### src/pkg/msp_pkg.sv
// Shared constants and types for the multi-mode serial port.
// Assumes a single 100 MHz clock domain and an AXI4-Lite register bus.
package msp_pkg;
   // Register indices; byte address is four times the index
   localparam logic [2:0] IDX_DATA = 3'h0;
   localparam logic [2:0] IDX_ADDR = 3'h1;
   localparam logic [2:0] IDX_LSTOP = 3'h2;
   localparam logic [2:0] IDX_STATUS = 3'h3;
   localparam logic [2:0] IDX_CTRL = 3'h4;
   localparam logic [2:0] IDX_EXT = 3'h5;
   // Reset values
   localparam logic [7:0] CTRL_RESET = 8'h80;
   localparam logic [7:0] EXT_RESET = 8'h00;
   // Bus responses
   localparam logic [1:0] RESP_OKAY = 2'h0;
   localparam logic [1:0] RESP_SLVERR = 2'h2;
   // Oversampling ratios and character lengths
   localparam logic [4:0] OS_X8 = 5'h08;
   localparam logic [4:0] OS_X16 = 5'h10;
   localparam logic [3:0] LEN_SEVEN = 4'h7;
   localparam logic [3:0] LEN_EIGHT = 4'h8;
   localparam logic [3:0] RX_SH_W = 4'h9;
   // Bit-stuffing run lengths
   localparam logic [2:0] HDLC_STUFF_RUN = 3'h5;
   localparam logic [2:0] HDLC_FLAG_RUN = 3'h6;

   typedef enum logic [1:0] {
      MSP_MODE_ASYNC = 2'b00,
      MSP_MODE_CLK_INT = 2'b01,
      MSP_MODE_CLK_EXT = 2'b10,
      MSP_MODE_HDLC = 2'b11
   } msp_mode_t;

   // Control register layout, bit 7 down to bit 0
   typedef struct packed {
      logic rx_en;
      logic alt_pins;
      msp_mode_t mode;
      logic ext_clk;
      logic over8;
      logic seven_bits;
      logic rx_addr_en;
   } msp_ctrl_t;

   // Status register layout, bit 7 down to bit 0
   typedef struct packed {
      logic rx_full;
      logic rx_addr;
      logic overrun;
      logic framing;
      logic tx_hold_full;
      logic tx_busy;
      logic flag_seen;
      logic rx_busy;
   } msp_status_t;
endpackage

### src/rtl/msp_rate_divider.sv
// Bit-rate divider: one-cycle enable every div_m1+1 clocks.
// Assumes div_m1 is held steady by the register file.
`timescale 1ns/1ps
`default_nettype none
module msp_rate_divider #(
   parameter int W = 8
) (
   // Clock and reset
   input wire logic aclk,
   input wire logic aresetn,
   // Divide value minus one
   input wire logic [W-1:0] div_m1,
   // Rate enable
   output logic tick
);
   logic [W-1:0] cnt;

   // Free-running count, divides by 1 to 2**W
   always_ff @(posedge aclk) begin
      if (!aresetn) begin
         cnt <= '0;
      end else if (cnt >= div_m1) begin
         cnt <= '0;
      end else begin
         cnt <= cnt + 1'b1;
      end
   end

   assign tick = (cnt >= div_m1);

   property p_div_period;
      @(posedge aclk) disable iff (!aresetn)
      (tick && div_m1 == W'(3)) |=> (!tick)[*3] ##1 tick;
   endproperty
   a_div_period: assert property (p_div_period)
      else $error("divider period wrong");
endmodule
`default_nettype wire

### src/rtl/msp_serial_port.sv
// One serial port: async, clocked and bit-stuffed framing, AXI4-Lite regs.
// Assumes pins are synchronous to aclk; partner keeps framing and rates.
//
// Local design decisions: the AXI4-Lite interface to the registers and the address map.
`timescale 1ns/1ps
`default_nettype none
// Overview of operation
// - Data register write starts transmission
// - Least significant bit always sent first
// - Seven or eight data bits selectable
// - Alternate address appends address bit in async mode
// - Register choice sets address bit value
// - No parity; address bit emulates extras
// - Received bits assembled LSB first
// - Async oversampling at 8 or 16
// - Clocked internal bit is two ticks
// - Dedicated divider, 1 to 256
// - All async; first four also clocked
// - Clocked mode clock pin bidirectional
// - First two ports have alternate pins
// - Last two ports do bit-stuffed framing
// - Optional external transmit and receive clocks
// - First port feeds boot loader
// - Async above 500 kbps, clocked faster
// - Control sets parameters; status reports state
// - Six registers per port
// - Data read returns receive buffer
module msp_serial_port #(
   parameter bit HAS_CLOCKED = 1'b1,
   parameter bit HAS_ALT_PINS = 1'b1,
   parameter bit HAS_HDLC = 1'b0,
   parameter bit IS_BOOT_PORT = 1'b1,
   parameter int ADDR_W = 5
) (
   // Clock and reset
   input wire logic aclk,
   input wire logic aresetn,
   // AXI4-Lite write channels
   input wire logic awvalid,
   output logic awready,
   input wire logic [ADDR_W-1:0] awaddr,
   input wire logic wvalid,
   output logic wready,
   input wire logic [31:0] wdata,
   input wire logic [3:0] wstrb,
   output logic bvalid,
   input wire logic bready,
   output logic [1:0] bresp,
   // AXI4-Lite read channels
   input wire logic arvalid,
   output logic arready,
   input wire logic [ADDR_W-1:0] araddr,
   output logic rvalid,
   input wire logic rready,
   output logic [31:0] rdata,
   output logic [1:0] rresp,
   // Serial data pins
   output logic ser_out,
   input wire logic ser_in,
   output logic alt_ser_out,
   input wire logic alt_ser_in,
   // Clocked-mode clock pin
   input wire logic bit_clock_in,
   output logic bit_clock_out,
   output logic bit_clock_oe_n,
   // External framing clocks
   input wire logic ext_tx_clock,
   input wire logic ext_rx_clock,
   // Received bytes for a boot loader
   output logic boot_rx_valid,
   output logic [7:0] boot_rx_data
);
   typedef enum logic [2:0] {
      TX_IDLE = 3'b000, TX_START = 3'b001, TX_DATA = 3'b010,
      TX_ADDR = 3'b011, TX_STOP = 3'b100
   } msp_tx_state_t;
   typedef enum logic [1:0] {
      RX_IDLE = 2'b00, RX_START = 2'b01, RX_BITS = 2'b10, RX_STOP = 2'b11
   } msp_rx_state_t;

   msp_pkg::msp_ctrl_t ctrl;
   msp_pkg::msp_status_t status;
   msp_pkg::msp_mode_t mode;
   msp_tx_state_t tx_state;
   msp_rx_state_t rx_state;
   logic [7:0] div_m1, tx_hold, tx_shift, rx_data, rd_byte;
   logic [8:0] rx_sh, rx_word;
   logic [4:0] os_max, half_m1, tx_os, rx_os;
   logic [3:0] data_len, rx_len, tx_cnt, rx_cnt;
   logic [2:0] tx_ones, rx_ones, aw_idx;
   logic is_async, is_hdlc, div_tick, wr_fire, wr_en, rd_fire, rd_ok;
   logic aw_held, w_held, aw_ok, w_lane;
   logic [7:0] w_byte;
   logic tx_hold_full, tx_hold_addr, tx_hold_val, tx_hold_raw;
   logic tx_addr_en, tx_addr_val, tx_raw, tx_line, tx_take, tx_tick;
   logic stuff, clk_int, clk_run, tx_src, rx_src, tx_src_q, rx_src_q;
   logic rx_line, rx_samp, rx_store, rx_ferr, flag_ev, rx_addr_got;
   logic rd_data_ev, rd_stat_ev;
   logic rx_full, overrun, framing, flag_seen;

   // Effective mode; unsupported modes fall back to async
   always_comb begin
      mode = ctrl.mode;
      if (!HAS_CLOCKED && (mode == msp_pkg::MSP_MODE_CLK_INT ||
                           mode == msp_pkg::MSP_MODE_CLK_EXT)) begin
         mode = msp_pkg::MSP_MODE_ASYNC;
      end
      if (!HAS_HDLC && mode == msp_pkg::MSP_MODE_HDLC) begin
         mode = msp_pkg::MSP_MODE_ASYNC;
      end
   end

   // Frame geometry from control
   assign is_async = (mode == msp_pkg::MSP_MODE_ASYNC);
   assign is_hdlc = (mode == msp_pkg::MSP_MODE_HDLC);
   assign data_len = ctrl.seven_bits ? msp_pkg::LEN_SEVEN
                                     : msp_pkg::LEN_EIGHT;
   assign os_max = (ctrl.over8 ? msp_pkg::OS_X8 : msp_pkg::OS_X16)
                   - 5'h01;
   assign half_m1 = ((os_max + 5'h01) >> 1) - 5'h01;
   assign rx_len = data_len + {3'h0, is_async & ctrl.rx_addr_en};

   // Dedicated bit-rate divider
   msp_rate_divider #(.W(8)) u_div (
      .aclk(aclk),
      .aresetn(aresetn),
      .div_m1(div_m1),
      .tick(div_tick)
   );

   // Write address and data taken in either order
   assign awready = !aw_held && !bvalid;
   assign wready = !w_held && !bvalid;
   assign wr_fire = aw_held && w_held && !bvalid;
   assign wr_en = wr_fire && aw_ok && w_lane;
   always_ff @(posedge aclk) begin
      if (!aresetn) begin
         aw_held <= 1'b0;
         w_held <= 1'b0;
         aw_idx <= 3'h0;
         aw_ok <= 1'b0;
         w_byte <= 8'h00;
         w_lane <= 1'b0;
         bvalid <= 1'b0;
         bresp <= msp_pkg::RESP_OKAY;
      end else begin
         if (awvalid && awready) begin
            aw_held <= 1'b1;
            aw_idx <= awaddr[4:2];
            aw_ok <= awaddr[1:0] == 2'h0 && awaddr[4:2] <= msp_pkg::IDX_EXT
                     && awaddr[4:2] != msp_pkg::IDX_STATUS;
         end
         if (wvalid && wready) begin
            w_held <= 1'b1;
            w_byte <= wdata[7:0];
            w_lane <= wstrb[0];
         end
         if (wr_fire) begin
            aw_held <= 1'b0;
            w_held <= 1'b0;
            bvalid <= 1'b1;
            bresp <= aw_ok ? msp_pkg::RESP_OKAY : msp_pkg::RESP_SLVERR;
         end else if (bvalid && bready) begin
            bvalid <= 1'b0;
         end
      end
   end

   // Read decode and read side effects
   assign arready = !rvalid;
   assign rd_fire = arvalid && arready;
   assign rd_ok = araddr[1:0] == 2'h0 && araddr[4:2] <= msp_pkg::IDX_EXT;
   assign rd_data_ev = rd_fire && rd_ok && araddr[4:2] == msp_pkg::IDX_DATA;
   assign rd_stat_ev = rd_fire && rd_ok
                       && araddr[4:2] == msp_pkg::IDX_STATUS;
   always_comb begin
      unique case (araddr[4:2])
         msp_pkg::IDX_DATA: rd_byte = rx_data;
         msp_pkg::IDX_STATUS: rd_byte = status;
         msp_pkg::IDX_CTRL: rd_byte = ctrl;
         msp_pkg::IDX_EXT: rd_byte = div_m1;
         default: rd_byte = 8'h00;
      endcase
   end
   always_ff @(posedge aclk) begin
      if (!aresetn) begin
         rvalid <= 1'b0;
         rdata <= 32'h0000_0000;
         rresp <= msp_pkg::RESP_OKAY;
      end else if (rd_fire) begin
         rvalid <= 1'b1;
         rdata <= {24'h00_0000, rd_ok ? rd_byte : 8'h00};
         rresp <= rd_ok ? msp_pkg::RESP_OKAY : msp_pkg::RESP_SLVERR;
      end else if (rvalid && rready) begin
         rvalid <= 1'b0;
      end
   end

   // Control and divider registers
   always_ff @(posedge aclk) begin
      if (!aresetn) begin
         ctrl <= msp_pkg::CTRL_RESET;
         div_m1 <= msp_pkg::EXT_RESET;
      end else if (wr_en && aw_idx == msp_pkg::IDX_CTRL) begin
         ctrl <= w_byte;
      end else if (wr_en && aw_idx == msp_pkg::IDX_EXT) begin
         div_m1 <= w_byte;
      end
   end

   // Transmit holding register; data, address and long-stop writes
   assign tx_take = tx_state == TX_IDLE && tx_hold_full;
   always_ff @(posedge aclk) begin
      if (!aresetn) begin
         tx_hold_full <= 1'b0;
         tx_hold <= 8'h00;
         tx_hold_addr <= 1'b0;
         tx_hold_val <= 1'b0;
         tx_hold_raw <= 1'b0;
      end else if (wr_en && aw_idx <= msp_pkg::IDX_LSTOP) begin
         tx_hold_full <= 1'b1;
         tx_hold <= w_byte;
         tx_hold_addr <= aw_idx != msp_pkg::IDX_DATA;
         tx_hold_val <= aw_idx == msp_pkg::IDX_LSTOP;
         tx_hold_raw <= aw_idx == msp_pkg::IDX_ADDR;
      end else if (tx_take) begin
         tx_hold_full <= 1'b0;
      end
   end

   // Internal bit clock, two divider ticks per bit
   assign clk_run = (mode == msp_pkg::MSP_MODE_CLK_INT ||
                     (is_hdlc && !ctrl.ext_clk)) &&
                    (tx_state != TX_IDLE || tx_hold_full || ctrl.rx_en);
   always_ff @(posedge aclk) begin
      if (!aresetn) begin
         clk_int <= 1'b1;
      end else if (!clk_run) begin
         clk_int <= 1'b1;
      end else if (div_tick) begin
         clk_int <= !clk_int;
      end
   end
   assign bit_clock_out = clk_int;
   assign bit_clock_oe_n = mode != msp_pkg::MSP_MODE_CLK_INT;

   // Clock sources and their edges
   assign tx_src = (mode == msp_pkg::MSP_MODE_CLK_EXT) ? bit_clock_in :
                   (is_hdlc && ctrl.ext_clk) ? ext_tx_clock : clk_int;
   assign rx_src = (mode == msp_pkg::MSP_MODE_CLK_EXT) ? bit_clock_in :
                   (is_hdlc && ctrl.ext_clk) ? ext_rx_clock : clk_int;
   always_ff @(posedge aclk) begin
      if (!aresetn) begin
         tx_src_q <= 1'b1;
         rx_src_q <= 1'b1;
      end else begin
         tx_src_q <= tx_src;
         rx_src_q <= rx_src;
      end
   end
   assign tx_tick = is_async ? (div_tick && tx_os == os_max)
                             : (tx_src_q && !tx_src);
   assign rx_samp = is_async ? (div_tick && rx_os == os_max)
                             : (!rx_src_q && rx_src && ctrl.rx_en);

   // Transmit engine
   assign stuff = is_hdlc && !tx_raw && tx_ones == msp_pkg::HDLC_STUFF_RUN;
   always_ff @(posedge aclk) begin
      if (!aresetn) begin
         tx_state <= TX_IDLE;
         tx_line <= 1'b1;
         tx_shift <= 8'h00;
         tx_cnt <= 4'h0;
         tx_os <= 5'h00;
         tx_ones <= 3'h0;
         tx_addr_en <= 1'b0;
         tx_addr_val <= 1'b0;
         tx_raw <= 1'b0;
      end else begin
         if (tx_state == TX_IDLE) begin
            tx_os <= 5'h00;
         end else if (div_tick) begin
            tx_os <= (tx_os == os_max) ? 5'h00 : tx_os + 5'h01;
         end
         unique case (tx_state)
            TX_IDLE: if (tx_take) begin
               tx_state <= TX_START;
               tx_shift <= tx_hold;
               tx_addr_en <= tx_hold_addr;
               tx_addr_val <= tx_hold_val;
               tx_raw <= tx_hold_raw;
               tx_cnt <= 4'h0;
               tx_ones <= 3'h0;
               if (is_async) tx_line <= 1'b0;
            end
            TX_START: if (tx_tick) begin
               tx_line <= tx_shift[0];
               tx_shift <= tx_shift >> 1;
               tx_ones <= tx_shift[0] ? 3'h1 : 3'h0;
               tx_state <= TX_DATA;
            end
            TX_DATA: if (tx_tick) begin
               if (stuff) begin
                  tx_line <= 1'b0;
                  tx_ones <= 3'h0;
               end else if (tx_cnt == data_len - 4'h1) begin
                  if (is_async && tx_addr_en) begin
                     tx_line <= tx_addr_val;
                     tx_state <= TX_ADDR;
                  end else begin
                     tx_line <= 1'b1;
                     tx_state <= is_async ? TX_STOP : TX_IDLE;
                  end
               end else begin
                  tx_line <= tx_shift[0];
                  tx_shift <= tx_shift >> 1;
                  tx_ones <= tx_shift[0] ? (tx_ones == 3'h7 ? 3'h7
                                           : tx_ones + 3'h1) : 3'h0;
                  tx_cnt <= tx_cnt + 4'h1;
               end
            end
            TX_ADDR: if (tx_tick) begin
               tx_line <= 1'b1;
               tx_state <= TX_STOP;
            end
            TX_STOP: if (tx_tick) tx_state <= TX_IDLE;
            default: tx_state <= TX_IDLE;
         endcase
      end
   end

   // Pin routing to the main or alternate pair
   assign ser_out = (HAS_ALT_PINS && ctrl.alt_pins) ? 1'b1 : tx_line;
   assign alt_ser_out = (HAS_ALT_PINS && ctrl.alt_pins) ? tx_line : 1'b1;
   assign rx_line = (HAS_ALT_PINS && ctrl.alt_pins) ? alt_ser_in
                                                    : ser_in;

   // Receive engine
   always_ff @(posedge aclk) begin
      if (!aresetn) begin
         rx_state <= RX_IDLE;
         rx_sh <= 9'h000;
         rx_cnt <= 4'h0;
         rx_os <= 5'h00;
         rx_ones <= 3'h0;
         rx_store <= 1'b0;
         rx_ferr <= 1'b0;
         flag_ev <= 1'b0;
      end else begin
         rx_store <= 1'b0;
         rx_ferr <= 1'b0;
         flag_ev <= 1'b0;
         if (div_tick) begin
            rx_os <= (rx_os == os_max) ? 5'h00 : rx_os + 5'h01;
         end
         unique case (rx_state)
            RX_IDLE: begin
               rx_cnt <= 4'h0;
               if (!is_async && ctrl.rx_en) begin
                  rx_state <= RX_BITS;
               end else if (is_async && ctrl.rx_en && div_tick
                            && !rx_line) begin
                  rx_state <= RX_START;
                  rx_os <= 5'h00;
               end
            end
            RX_START: if (div_tick && rx_os == half_m1) begin
               rx_os <= 5'h00;
               rx_state <= rx_line ? RX_IDLE : RX_BITS;
            end
            RX_BITS: if (!ctrl.rx_en && !is_async) begin
               rx_state <= RX_IDLE;
            end else if (rx_samp) begin
               if (is_hdlc && !rx_line
                   && rx_ones == msp_pkg::HDLC_STUFF_RUN) begin
                  rx_ones <= 3'h0;
               end else if (is_hdlc && !rx_line
                            && rx_ones == msp_pkg::HDLC_FLAG_RUN) begin
                  rx_ones <= 3'h0;
                  rx_cnt <= 4'h0;
                  flag_ev <= 1'b1;
               end else begin
                  rx_ones <= rx_line ? (rx_ones == 3'h7 ? 3'h7
                                       : rx_ones + 3'h1) : 3'h0;
                  rx_sh <= {rx_line, rx_sh[8:1]};
                  if (rx_cnt == rx_len - 4'h1) begin
                     rx_cnt <= 4'h0;
                     if (is_async) rx_state <= RX_STOP;
                     else rx_store <= 1'b1;
                  end else begin
                     rx_cnt <= rx_cnt + 4'h1;
                  end
               end
            end
            RX_STOP: if (rx_samp) begin
               rx_state <= RX_IDLE;
               rx_store <= 1'b1;
               rx_ferr <= !rx_line;
            end
         endcase
      end
   end

   // Align the assembled character into the receive buffer
   assign rx_word = rx_sh >> (msp_pkg::RX_SH_W - rx_len);
   always_ff @(posedge aclk) begin
      if (!aresetn) begin
         rx_data <= 8'h00;
         rx_addr_got <= 1'b0;
         boot_rx_valid <= 1'b0;
      end else begin
         boot_rx_valid <= rx_store && IS_BOOT_PORT;
         if (rx_store) begin
            rx_data <= ctrl.seven_bits ? {1'b0, rx_word[6:0]}
                                       : rx_word[7:0];
            rx_addr_got <= is_async && ctrl.rx_addr_en &&
                           (ctrl.seven_bits ? rx_word[7] : rx_word[8]);
         end
      end
   end
   assign boot_rx_data = rx_data;

   // Sticky status flags; a set beats a same-cycle clear
   always_ff @(posedge aclk) begin
      if (!aresetn) begin
         rx_full <= 1'b0;
         overrun <= 1'b0;
         framing <= 1'b0;
         flag_seen <= 1'b0;
      end else begin
         rx_full <= rx_store || (rx_full && !rd_data_ev);
         overrun <= (rx_store && rx_full && !rd_data_ev)
                    || (overrun && !rd_stat_ev);
         framing <= rx_ferr || (framing && !rd_stat_ev);
         flag_seen <= flag_ev || (flag_seen && !rd_stat_ev);
      end
   end
   assign status = '{rx_full, rx_addr_got, overrun, framing, tx_hold_full,
                     tx_state != TX_IDLE, flag_seen, rx_state != RX_IDLE};

   property p_write_starts;
      @(posedge aclk) disable iff (!aresetn)
      (wr_en && aw_idx == msp_pkg::IDX_DATA && tx_state == TX_IDLE)
      |=> ##1 tx_state == TX_START;
   endproperty
   a_write_starts: assert property (p_write_starts)
      else $error("data write did not start transmit");

   property p_start_low;
      @(posedge aclk) disable iff (!aresetn)
      (tx_state == TX_START && is_async) |-> !tx_line;
   endproperty
   a_start_low: assert property (p_start_low)
      else $error("start bit not low");

   property p_lsb_first;
      @(posedge aclk) disable iff (!aresetn)
      (tx_state == TX_START && tx_tick) |=> tx_line == $past(tx_shift[0]);
   endproperty
   a_lsb_first: assert property (p_lsb_first)
      else $error("first data bit not bit 0");

   property p_addr_value;
      @(posedge aclk) disable iff (!aresetn)
      tx_state == TX_ADDR |-> tx_line == tx_addr_val;
   endproperty
   a_addr_value: assert property (p_addr_value)
      else $error("address bit value wrong");

   property p_stop_high;
      @(posedge aclk) disable iff (!aresetn)
      tx_state == TX_STOP |-> tx_line;
   endproperty
   a_stop_high: assert property (p_stop_high)
      else $error("stop bit not high");

   property p_os_spacing;
      @(posedge aclk) disable iff (!aresetn)
      (tx_tick && is_async && tx_state != TX_STOP) |=> (!tx_tick)[*7];
   endproperty
   a_os_spacing: assert property (p_os_spacing)
      else $error("async bit shorter than eight ticks");

   property p_rx_full;
      @(posedge aclk) disable iff (!aresetn)
      rx_store |=> rx_full && boot_rx_valid == IS_BOOT_PORT
                   && rx_data[6:0] == $past(rx_word[6:0]);
   endproperty
   a_rx_full: assert property (p_rx_full)
      else $error("received byte not flagged");

   property p_data_read;
      @(posedge aclk) disable iff (!aresetn)
      rd_data_ev |=> rvalid && rdata[7:0] == $past(rx_data);
   endproperty
   a_data_read: assert property (p_data_read)
      else $error("data read mismatch");

   property p_clk_drive;
      @(posedge aclk) disable iff (!aresetn)
      (mode == msp_pkg::MSP_MODE_CLK_EXT) |-> bit_clock_oe_n;
   endproperty
   a_clk_drive: assert property (p_clk_drive)
      else $error("clock pin driven in external mode");
endmodule
`default_nettype wire
### config.mk
export PLATFORM = sky130hd
export DESIGN_NAME = msp_serial_port
export DESIGN_NICKNAME = d
export VERILOG_FILES = /design/src/pkg/msp_pkg.sv /design/src/rtl/msp_rate_divider.sv /design/src/rtl/msp_serial_port.sv
export SDC_FILE = /design/constraint.sdc
export NUM_CORES = 1
export LEC_CHECK = 0
export BUFFER_PORTS_ARGS = -buffer_cell sky130_fd_sc_hd__buf_2
export CORE_MARGIN = 4
export CORE_UTILIZATION = 45
export CTS_CLUSTER_SIZE = 30
export DETAILED_ROUTE_END_ITERATION = 7
export GPL_ROUTABILITY_DRIVEN = 0
export HOLD_SLACK_MARGIN = 0.03
export PLACE_DENSITY = 0.67
export SLEW_MARGIN = 20
export SYNTH_ARGS = -nofsm -noshare
export SYNTH_HDL_FRONTEND = slang
export SYNTH_SLANG_ARGS = --single-unit
### constraint.sdc
create_clock -name aclk -period 4.74 [get_ports aclk]
set_input_delay 0.948 -clock aclk [delete_from_list [all_inputs] [get_ports aclk]]
set_output_delay 0.948 -clock aclk [all_outputs]
set_load 0.01 [all_outputs]
* Word-level counts from Yosys, hierarchy flattened
Index checks and enable logic that the tools add are counted.
Cells by class: $add $sub $neg 14, order comparisons 4, equal/unequal tests 51, shift-type cells 1, mux-type cells 101, bitwise logic cells 8, reduce and logical (&&, ||, !) cells 103
Operator list (count):
- $mux W3 | 20
- $mux W8 | 7
- $logic_and A1 B1 Y1 | 49
- $mux W4 | 10
- $mux W5 | 7
- $mux W1 | 33
- $pmux W8 S4 | 1
- $eq A3 B3 Y1 const B | 10
- $mux W2 | 14
- $ne A2 B2 Y1 const B | 14
- $pmux W8 S3 | 1
- $ne A3 B3 Y1 const B | 7
- $pmux W4 S2 | 2
- $add A5 B1 Y5 const B | 3
- $eq A5 B5 Y1 | 3
- $pmux W3 S5 | 1
- $reduce_and A5 Y1 | 3
- $logic_not A1 Y1 | 14
- $eq A3 B2 Y1 const B | 4
- $reduce_and A6 Y1 | 2
- $reduce_bool A2 Y1 | 6
- $eq A2 B2 Y1 const B | 5
- $pmux W5 S2 | 1
- $pmux W3 S3 | 1
- 34 further kinds | 64
Storage, ports and cells: bits in registers 135, output and inout port bits 54, logic and storage cells 334

* Longest topological paths before layout
Gate-level depths: netlist of run 1.
depth in word-level cells 13, mapped depth 13, gate-level depth less buffers 11

* Modules after synthesis
A second synthesis of run 1 with hierarchy kept.
Second synthesis, totals: cell total of the unflattened synthesis 777, area, all modules 6792.8 um2
By module, submodules not included:
- msp_serial_port | instances 1, cells an instance 719, area an instance 6267.3 um2
- msp_rate_divider | instances 1, cells an instance 58, area an instance 525.5 um2

* Worst setup path after synthesis of run 1
No wires, ideal clock.
path kind reg-to-reg, start point register ctrl[4] (netlist name), end point register rx_state[0], setup time 124 ps, arrival time 2759 ps, required time 4616 ps, setup slack 1857 ps, cell stages (with the launch flop) 14, clock period less this slack 2883 ps, path through dfxtp_1 inv_1 ha_1 clkbuf_1 nand2_1 inv_1 ha_1 clkbuf_1 xnor2_1 o21ai_0 or3b_1 a32oi_1 o221ai_1 mux2i_1
On the way: longest elaborated chain between the ends 11, elaborated cells between the ends (all ways) 35, those cells by class add/sub: 2; eq/ne: 11; mux: 7; bitwise: 1; reduce/logical: 14
RTL lines:
- from (decl) | RTL line msp_serial_port.sv:81 | msp_pkg::msp_ctrl_t ctrl;
- from (signal assigned) | RTL line msp_serial_port.sv:202 | ctrl <= msp_pkg::CTRL_RESET;
- from (signal assigned) | RTL line msp_serial_port.sv:205 | ctrl <= w_byte;
- $eq A2 B2 Y1 | RTL line msp_serial_port.sv:108 | if (!HAS_HDLC && mode == msp_pkg::MSP_MODE_HDLC) begin
- $mux W2 * | RTL line msp_serial_port.sv:108
- branches (longest 9 deep; another with $add A4 B1 Y4)
- to (signal assigned) | RTL line msp_serial_port.sv:369 | rx_state <= rx_line ? RX_IDLE : RX_BITS;
- to (decl) | RTL line msp_serial_port.sv:85 | msp_rx_state_t rx_state;
Every way passes the cells marked *. A chain may end at the register's enable or synchronous reset.

* Final worst setup path of run 1
Ends and elaborated chain as after synthesis.

==> impl_metrics.ini, run 1 <==
[status]
status = complete, no violations

[setup_path]
crit_path_end_kind = register
cp_max_fo = 16
path_class = register to register
cp-start-kind = register
arrival_ps = 3620
cp.required_ps = 5040

[logic_synthesis]
syn_area_um2 = 6980
syn_area_per_cell_um2 = 8.81
synth_area_leaders = dfxtp_1 (38%), mux2i_1 (11%), nor2_1 (5.4%)
synthDistinctLibCells = 74
yosysWarnings = 0
yosysTopAreaCell = dfxtp_1
synthFlopType = dfxtp_1
ys_seq_area_share_pct = 38.2
synth_top_area_share_pct = 38.2
synth-edff-count = 0
synthArstFlopShare_pct = 0
synthCells = 792
ys_ff_latch = 133

[sta]
worst_slew_pin_slew_ps = 943
fmax_mhz = 301
period_share_pct = 70.0
slew_headroom_pct = 37.1
rsz0062_at_grt = false
finalHoldViolCount = 0
fin_worst_skew_ps = 4.99
maxSlewViolCount = 0
setup_tns_ps = 0
setup-violations-final = 0
min_period_ps = 3320

[placement]
dp_hpwl_mm = 11.1
port_buffers = 58

[global_route]
antenna_found_initial = 0
grt_max_degree = 66
grt_pass1_vias = 5192
grt.total_usage_pct = 18.3
grt_overflow = 0
grt_pass1_wl_mm = 26.0

[floorplan]
fp.coreArea_um2 = 15200
pin_count = 112
dieArea_um2 = 17600
start_util_pct = 45.9
die_w_um = 133
die_y_um = 133
rows = 45

[drt]
drc = 0
wl_met3_um = 777
wl_met2_mm = 7.29
ant_nets = 0
drt-met1-wl_mm = 7.51
routed.top_layer = met4
route.vias.total = 5624
drt_pass1_iterations = 5
drt-initial-drc-count = 387
via_per_inst = 5.44
drt_wl_total_mm = 15.8
wire_per_inst_um = 15.3

[clocking]
cts_buffers = 17
cts_setup_buffers = 0
cts_tree = built
cts_max_level = 4
cts_resized = 0
root_buffer = clkbuf_16
holdBufCountCts = 0
cts_buffer_depth = 2
clkSinkCount = 133
cts.clk_slew.worst_paths_ps = 60
clk_latency_ps = 420

[layout]
finalNetCount = 915
num_antenna_cells = 0
fillCellCount = 1410
syn_to_final_growth_pct = 13.4
fin_util_pct = 52.0
layout-drive-gt1-share_pct = 15.7

[power]
irDropWorstVdd_v = 0.000312
p_per_area_nw_per_um2 = 353
p_leak_uw = 0.00313

[min_path]
hold_class = register to register

[job]
drv_cap = 0
-- routing by layer --
| metal | track usage [%] | vias to the layer above |
|---|---|---|
| li1 | - | 2845 |
| met1 | 24.4 | 2638 |
| met2 | 29.2 | 119 |
| met3 | 4.41 | 22 |
| met4 | 5.95 | 0 |
| met5 | 0 | - |
-- sequential cells by signal (all words and copies together), names as in the netlist, 2 cells and up --
register / count
tx_hold: 8
u_div.cnt: 8
tx_shift: 8
boot_rx_data: 8
rdata: 8
div_m1: 8
ctrl: 8
rx_ones: 3
aw_idx: 3
tx_ones: 3
rx_cnt: 4
tx_os: 5
tx_cnt: 4
rx_sh: 9
tx_state: 3
rx_os: 5
w_byte: 8
rx_state: 2
-- final timing paths --
path / from / end / slack (ps) / depth (start not counted)
worst min-delay path: rx_ferr$_SDFF_PN0_ / framing$_SDFF_PN0_ / 450 / 2
worst max register to register: ctrl[4]$_SDFFE_PN0P_ / rx_state[0]$_SDFFE_PN0P_ / 1420 / 11
worst max-delay path: ctrl[4]$_SDFFE_PN0P_ / rx_state[0]$_SDFFE_PN0P_ / 1420 / 11
worst min register to register: rx_ferr$_SDFF_PN0_ / framing$_SDFF_PN0_ / 450 / 2
-- cell families after synthesis --
kind of cell	after synthesis	synth area share (%)
buf+inv	98	6.98
fa+ha+maj	24	4.30
mux	87	13.2
simple gates	280	19.1
xor+xnor	19	2.39
flops	133	38.2
other cells	1	0.0538
compound gates	150	15.8
-- synthesized netlist by cell type, types with 4 or more instances --
library cell  number
ha_1              24
nand2_1           61
buf_1              5
nor2b_1           10
mux2i_1           74
mux2_2            10
xnor2_1            9
a22oi_1           16
nand3_1           22
buf_2              5
o2111ai_1          5
a211oi_1          11
nor2_1           101
inv_1             32
o211ai_1           6
a21oi_1           41
nor3b_1            5
dfxtp_1          133
o21ai_0           14
o22ai_1            7
buf_4             28
nand4_1            4
clkbuf_1          26
and3_1             9
and2_1             5
nor3_1            24
a21o_1             4
xor2_1            10
a31oi_1            4
nand2b_1          18
-- power breakdown --
part | switching [µW] | internal, µW | total (µW)
clock | 496 | 911 | 1410
combinational | 129 | 81.8 | 211
sequential | 31.4 | 1140 | 1170
total | 657 | 2130 | 2790
-- placed cells by master, fill, tap and decap left out, types with 5 or more instances in the layout --
cell type and n:
mux2i_1 73, clkbuf_16 17, nand3_1 22, xnor2_1 9, inv_1 32, buf_2 58
nor2_1 101, a22oi_1 16, nor3_1 24, nand2_1 61, o211ai_1 6, nand2b_1 18
and2_1 5, xor2_1 10, conb_1 26, nor3b_1 5, o22ai_1 7, and3_1 9
a211oi_1 11, o21ai_0 14, dfxtp_1 133, ha_1 24, a21oi_1 40, o2111ai_1 5
mux2_2 10, nor2b_1 10
-- area by class of cell --
| type | count | area, µm² | share of cell area (%) |
|---|---|---|---|
| flip-flops and latches | 133 | 2660 | 33.7 |
| multi-input cells | 586 | 3940 | 49.7 |
| clock buffers | 21 | 460 | 5.82 |
| repair buffers | 62 | 320 | 4.05 |
| inverters | 33 | 124 | 1.57 |
| well taps | 188 | 235 | 2.97 |
| clock inverters | 11 | 174 | 2.20 |
-- worst max-delay path: stages, from the launching register on --
cell and delay, ps:
dfxtp_1 370, inv_1 80, ha_1 510, nand2_1 210, inv_1 80, ha_1 660
xnor2_1 180, o21ai_0 200, or3b_1 400, a32oi_1 200, o221ai_1 170, mux2i_1 140
-- metrics by stage --
stage	hold WS, ps	std cells	instance area, µm²	power, µW	worst slack [ps]
after floorplan	413	817	7070	1360	1860
after global routing	491	1034	7910	2890	1160
after global placement	435	1002	7270	1400	1440
after CTS	455	1034	7900	2810	1420
final	452	1034	7910	2790	1420
after detailed placement	449	1002	7270	1400	1430
No activity file was read; power rests on OpenSTA's default activity.
==> inputs of run 2 (changes only) <==
ABC_AREA = 1   (was not set)
clock period = 3.5 ns   (was 4.74 ns; I/O delays follow)
==> run 2 against run 1 <==
Effect of this change:
- maximum frequency increased by 23%
- clock skew up 2.1 ps
- critical path type unchanged
- highest routed layer unchanged
- critical path depth up 3
- worst setup slack worse by 620 ps
==> impl_metrics.ini, run 2 <==
[sta]
min_period_ps = 2700
setup_tns_ps = 0
worst_slew_pin_slew_ps = 655
period_share_pct = 77.1
slew_headroom_pct = 56.3
finalHoldViolCount = 0
rsz0062_at_grt = false
setup-violations-final = 0
fin_worst_skew_ps = 7.07
maxSlewViolCount = 0
fmax_mhz = 370

[layout]
finalNetCount = 1077
final_common_cell = nand2_1
layout-drive-gt1-share_pct = 14.7
top_register = rx_sh
fin_util_pct = 52.6
syn_to_final_growth_pct = 13.2
num_antenna_cells = 0
final_cell_mix = nand2_1 (151), dfxtp_1 (133), inv_1 (110)
largest_reg_flops = 9

[global_route]
grt.total_usage_pct = 18.9
grt_pass1_vias = 5607
grt_pass1_wl_mm = 27.1
grt_max_degree = 46
antenna_found_initial = 0
grt_overflow = 0

[setup_path]
crit_path_end_kind = register
cp.required_ps = 3820
path_class = register to register
path_cells = inv_1 -> ha_1 -> nand2_1 -> inv_1 -> ha_1 -> xor2_1 -> nor2_1 -> nand3_1 -> nand2_1 -> nand3_1 -> nor2_1 -> nand2_1 -> nand2_1 -> nor2_1
arrival_ps = 3010
path_buf_inv = 2
slowest_stage = ha_1
crit_family = simple AND/OR/NAND/NOR gates
cp_slowest_stage_delay_ps = 620
cp-start-kind = register
cp_max_fo = 19
crit_top_cell = nand2_1

[power]
irDropWorstVdd_v = 0.000564
p_per_area_nw_per_um2 = 629
p_leak_uw = 0.00326

[drt]
drt-met1-wl_mm = 7.48
route.vias.total = 6153
wire_per_inst_um = 13.7
ant_nets = 0
routed.top_layer = met4
drt_wl_total_mm = 16.3
via_per_inst = 5.17
wl_met3_um = 866
drt-initial-drc-count = 437
drt_pass1_iterations = 6
drc = 0
wl_met2_mm = 7.65

[status]
status = complete, no violations

[clocking]
cts_buffer_depth = 2
clk_latency_ps = 420
cts_buffers = 17
cts_tree = built
root_buffer = clkbuf_16
cts_resized = 0
clkSinkCount = 133
cts_setup_buffers = 0
cts_max_level = 4
cts.clk_slew.worst_paths_ps = 60
holdBufCountCts = 0

[logic_synthesis]
synthFlopType = dfxtp_1
ys_ff_latch = 133
synthCells = 941
synth_area_leaders = dfxtp_1 (39%), nand2_1 (8.3%), a21oi_1 (6.5%)
synth-edff-count = 0
netlist_top_cells_count = nand2_1 (151), dfxtp_1 (133), inv_1 (110)
synth.most_common_cell = nand2_1
yosysWarnings = 0
synth_top_area_share_pct = 38.8
yosysTopAreaCell = dfxtp_1
synthDistinctLibCells = 57
synthArstFlopShare_pct = 0
ys_seq_area_share_pct = 38.8
syn_area_per_cell_um2 = 7.29
syn_area_um2 = 6860

[floorplan]
pin_count = 112
start_util_pct = 46.5
fp.coreArea_um2 = 14800
dieArea_um2 = 17300
die_w_um = 131
rows = 44
die_y_um = 131

[placement]
port_buffers = 58
dp_hpwl_mm = 12.1

[min_path]
hold_class = register to register

[job]
drv_cap = 0
run 2: cell types whose count changed after synthesis, moves of 11 or more:
cell      before  now
nand2_1       61  151
inv_1         32  110
o21ai_0       14   89
mux2i_1       74    0
a21oi_1       41   89
nand2b_1      18    0
nand3_1       22   38
a22oi_1       16    1
clkbuf_1      26   12
inv_2          0   12
a211oi_1      11    0
nand4_1        4   15
run 2: layout make-up:
class	instances	area (µm²)
repair buffers	61	325
inverters	126	474
clock buffers	23	488
clock inverters	8	98.8
well taps	184	230
multi-input cells	656	3490
fillers	1450	6990
flip-flops and latches	133	2660
run 2: logic make-up (layout without fill, tap and decap cells):
logic type | Yosys count | in the layout | share of synthesized area [%]
AND/OR/NAND/NOR | 369 | 369 | 25.2
AO/OA/AOI/OAI | 227 | 227 | 18.5
buffers and inverters | 177 | 218 | 11.7
flip-flops | 133 | 133 | 38.8
adder cells (fa/ha/maj) | 24 | 24 | 4.38
XOR/XNOR | 10 | 10 | 1.28
other | 1 | 26 | 0.0547
run 2: final timing paths:
path,from,end,slack [ps],depth (start not counted)
max,ctrl[4]$_SDFFE_PN0P_,rx_state[0]$_SDFFE_PN0P_,800,14
max reg2reg,ctrl[4]$_SDFFE_PN0P_,rx_state[0]$_SDFFE_PN0P_,800,14
min,flag_ev$_SDFF_PP0_,flag_seen$_SDFF_PN0_,450,2
min reg2reg,flag_ev$_SDFF_PP0_,flag_seen$_SDFF_PN0_,450,2
run 2: metal layers:
layer	GRT usage (%)	up-vias
li1	-	3157
met1	24.1	2806
met2	31.3	162
met3	4.70	28
met4	6.88	0
met5	0	-
run 2: metrics by stage:
stage	power (µW)	setup WS, ps	area [µm²]	hold WS [ps]	std cells
global route	5170	538	7760	479	1191
CTS	4910	824	7760	448	1191
detailed placement	3140	842	7180	444	1160
global placement	3130	865	7180	429	1160
finish	4880	801	7760	447	1191
floorplan	2900	1170	6950	413	966
run 2: power by group:
| group | switching, µW | internal, µW | leakage (µW) | total [µW] |
|---|---|---|---|---|
| Sequential | 128 | 1650 | 0.00108 | 1780 |
| Clock | 643 | 1120 | 0.000285 | 1760 |
| Combinational | 908 | 435 | 0.00190 | 1340 |
run 2: worst min-delay path, stage by stage (launching register included):
cell     delay [ps]
dfxtp_1         310
a21oi_1          40
nor2_1           70
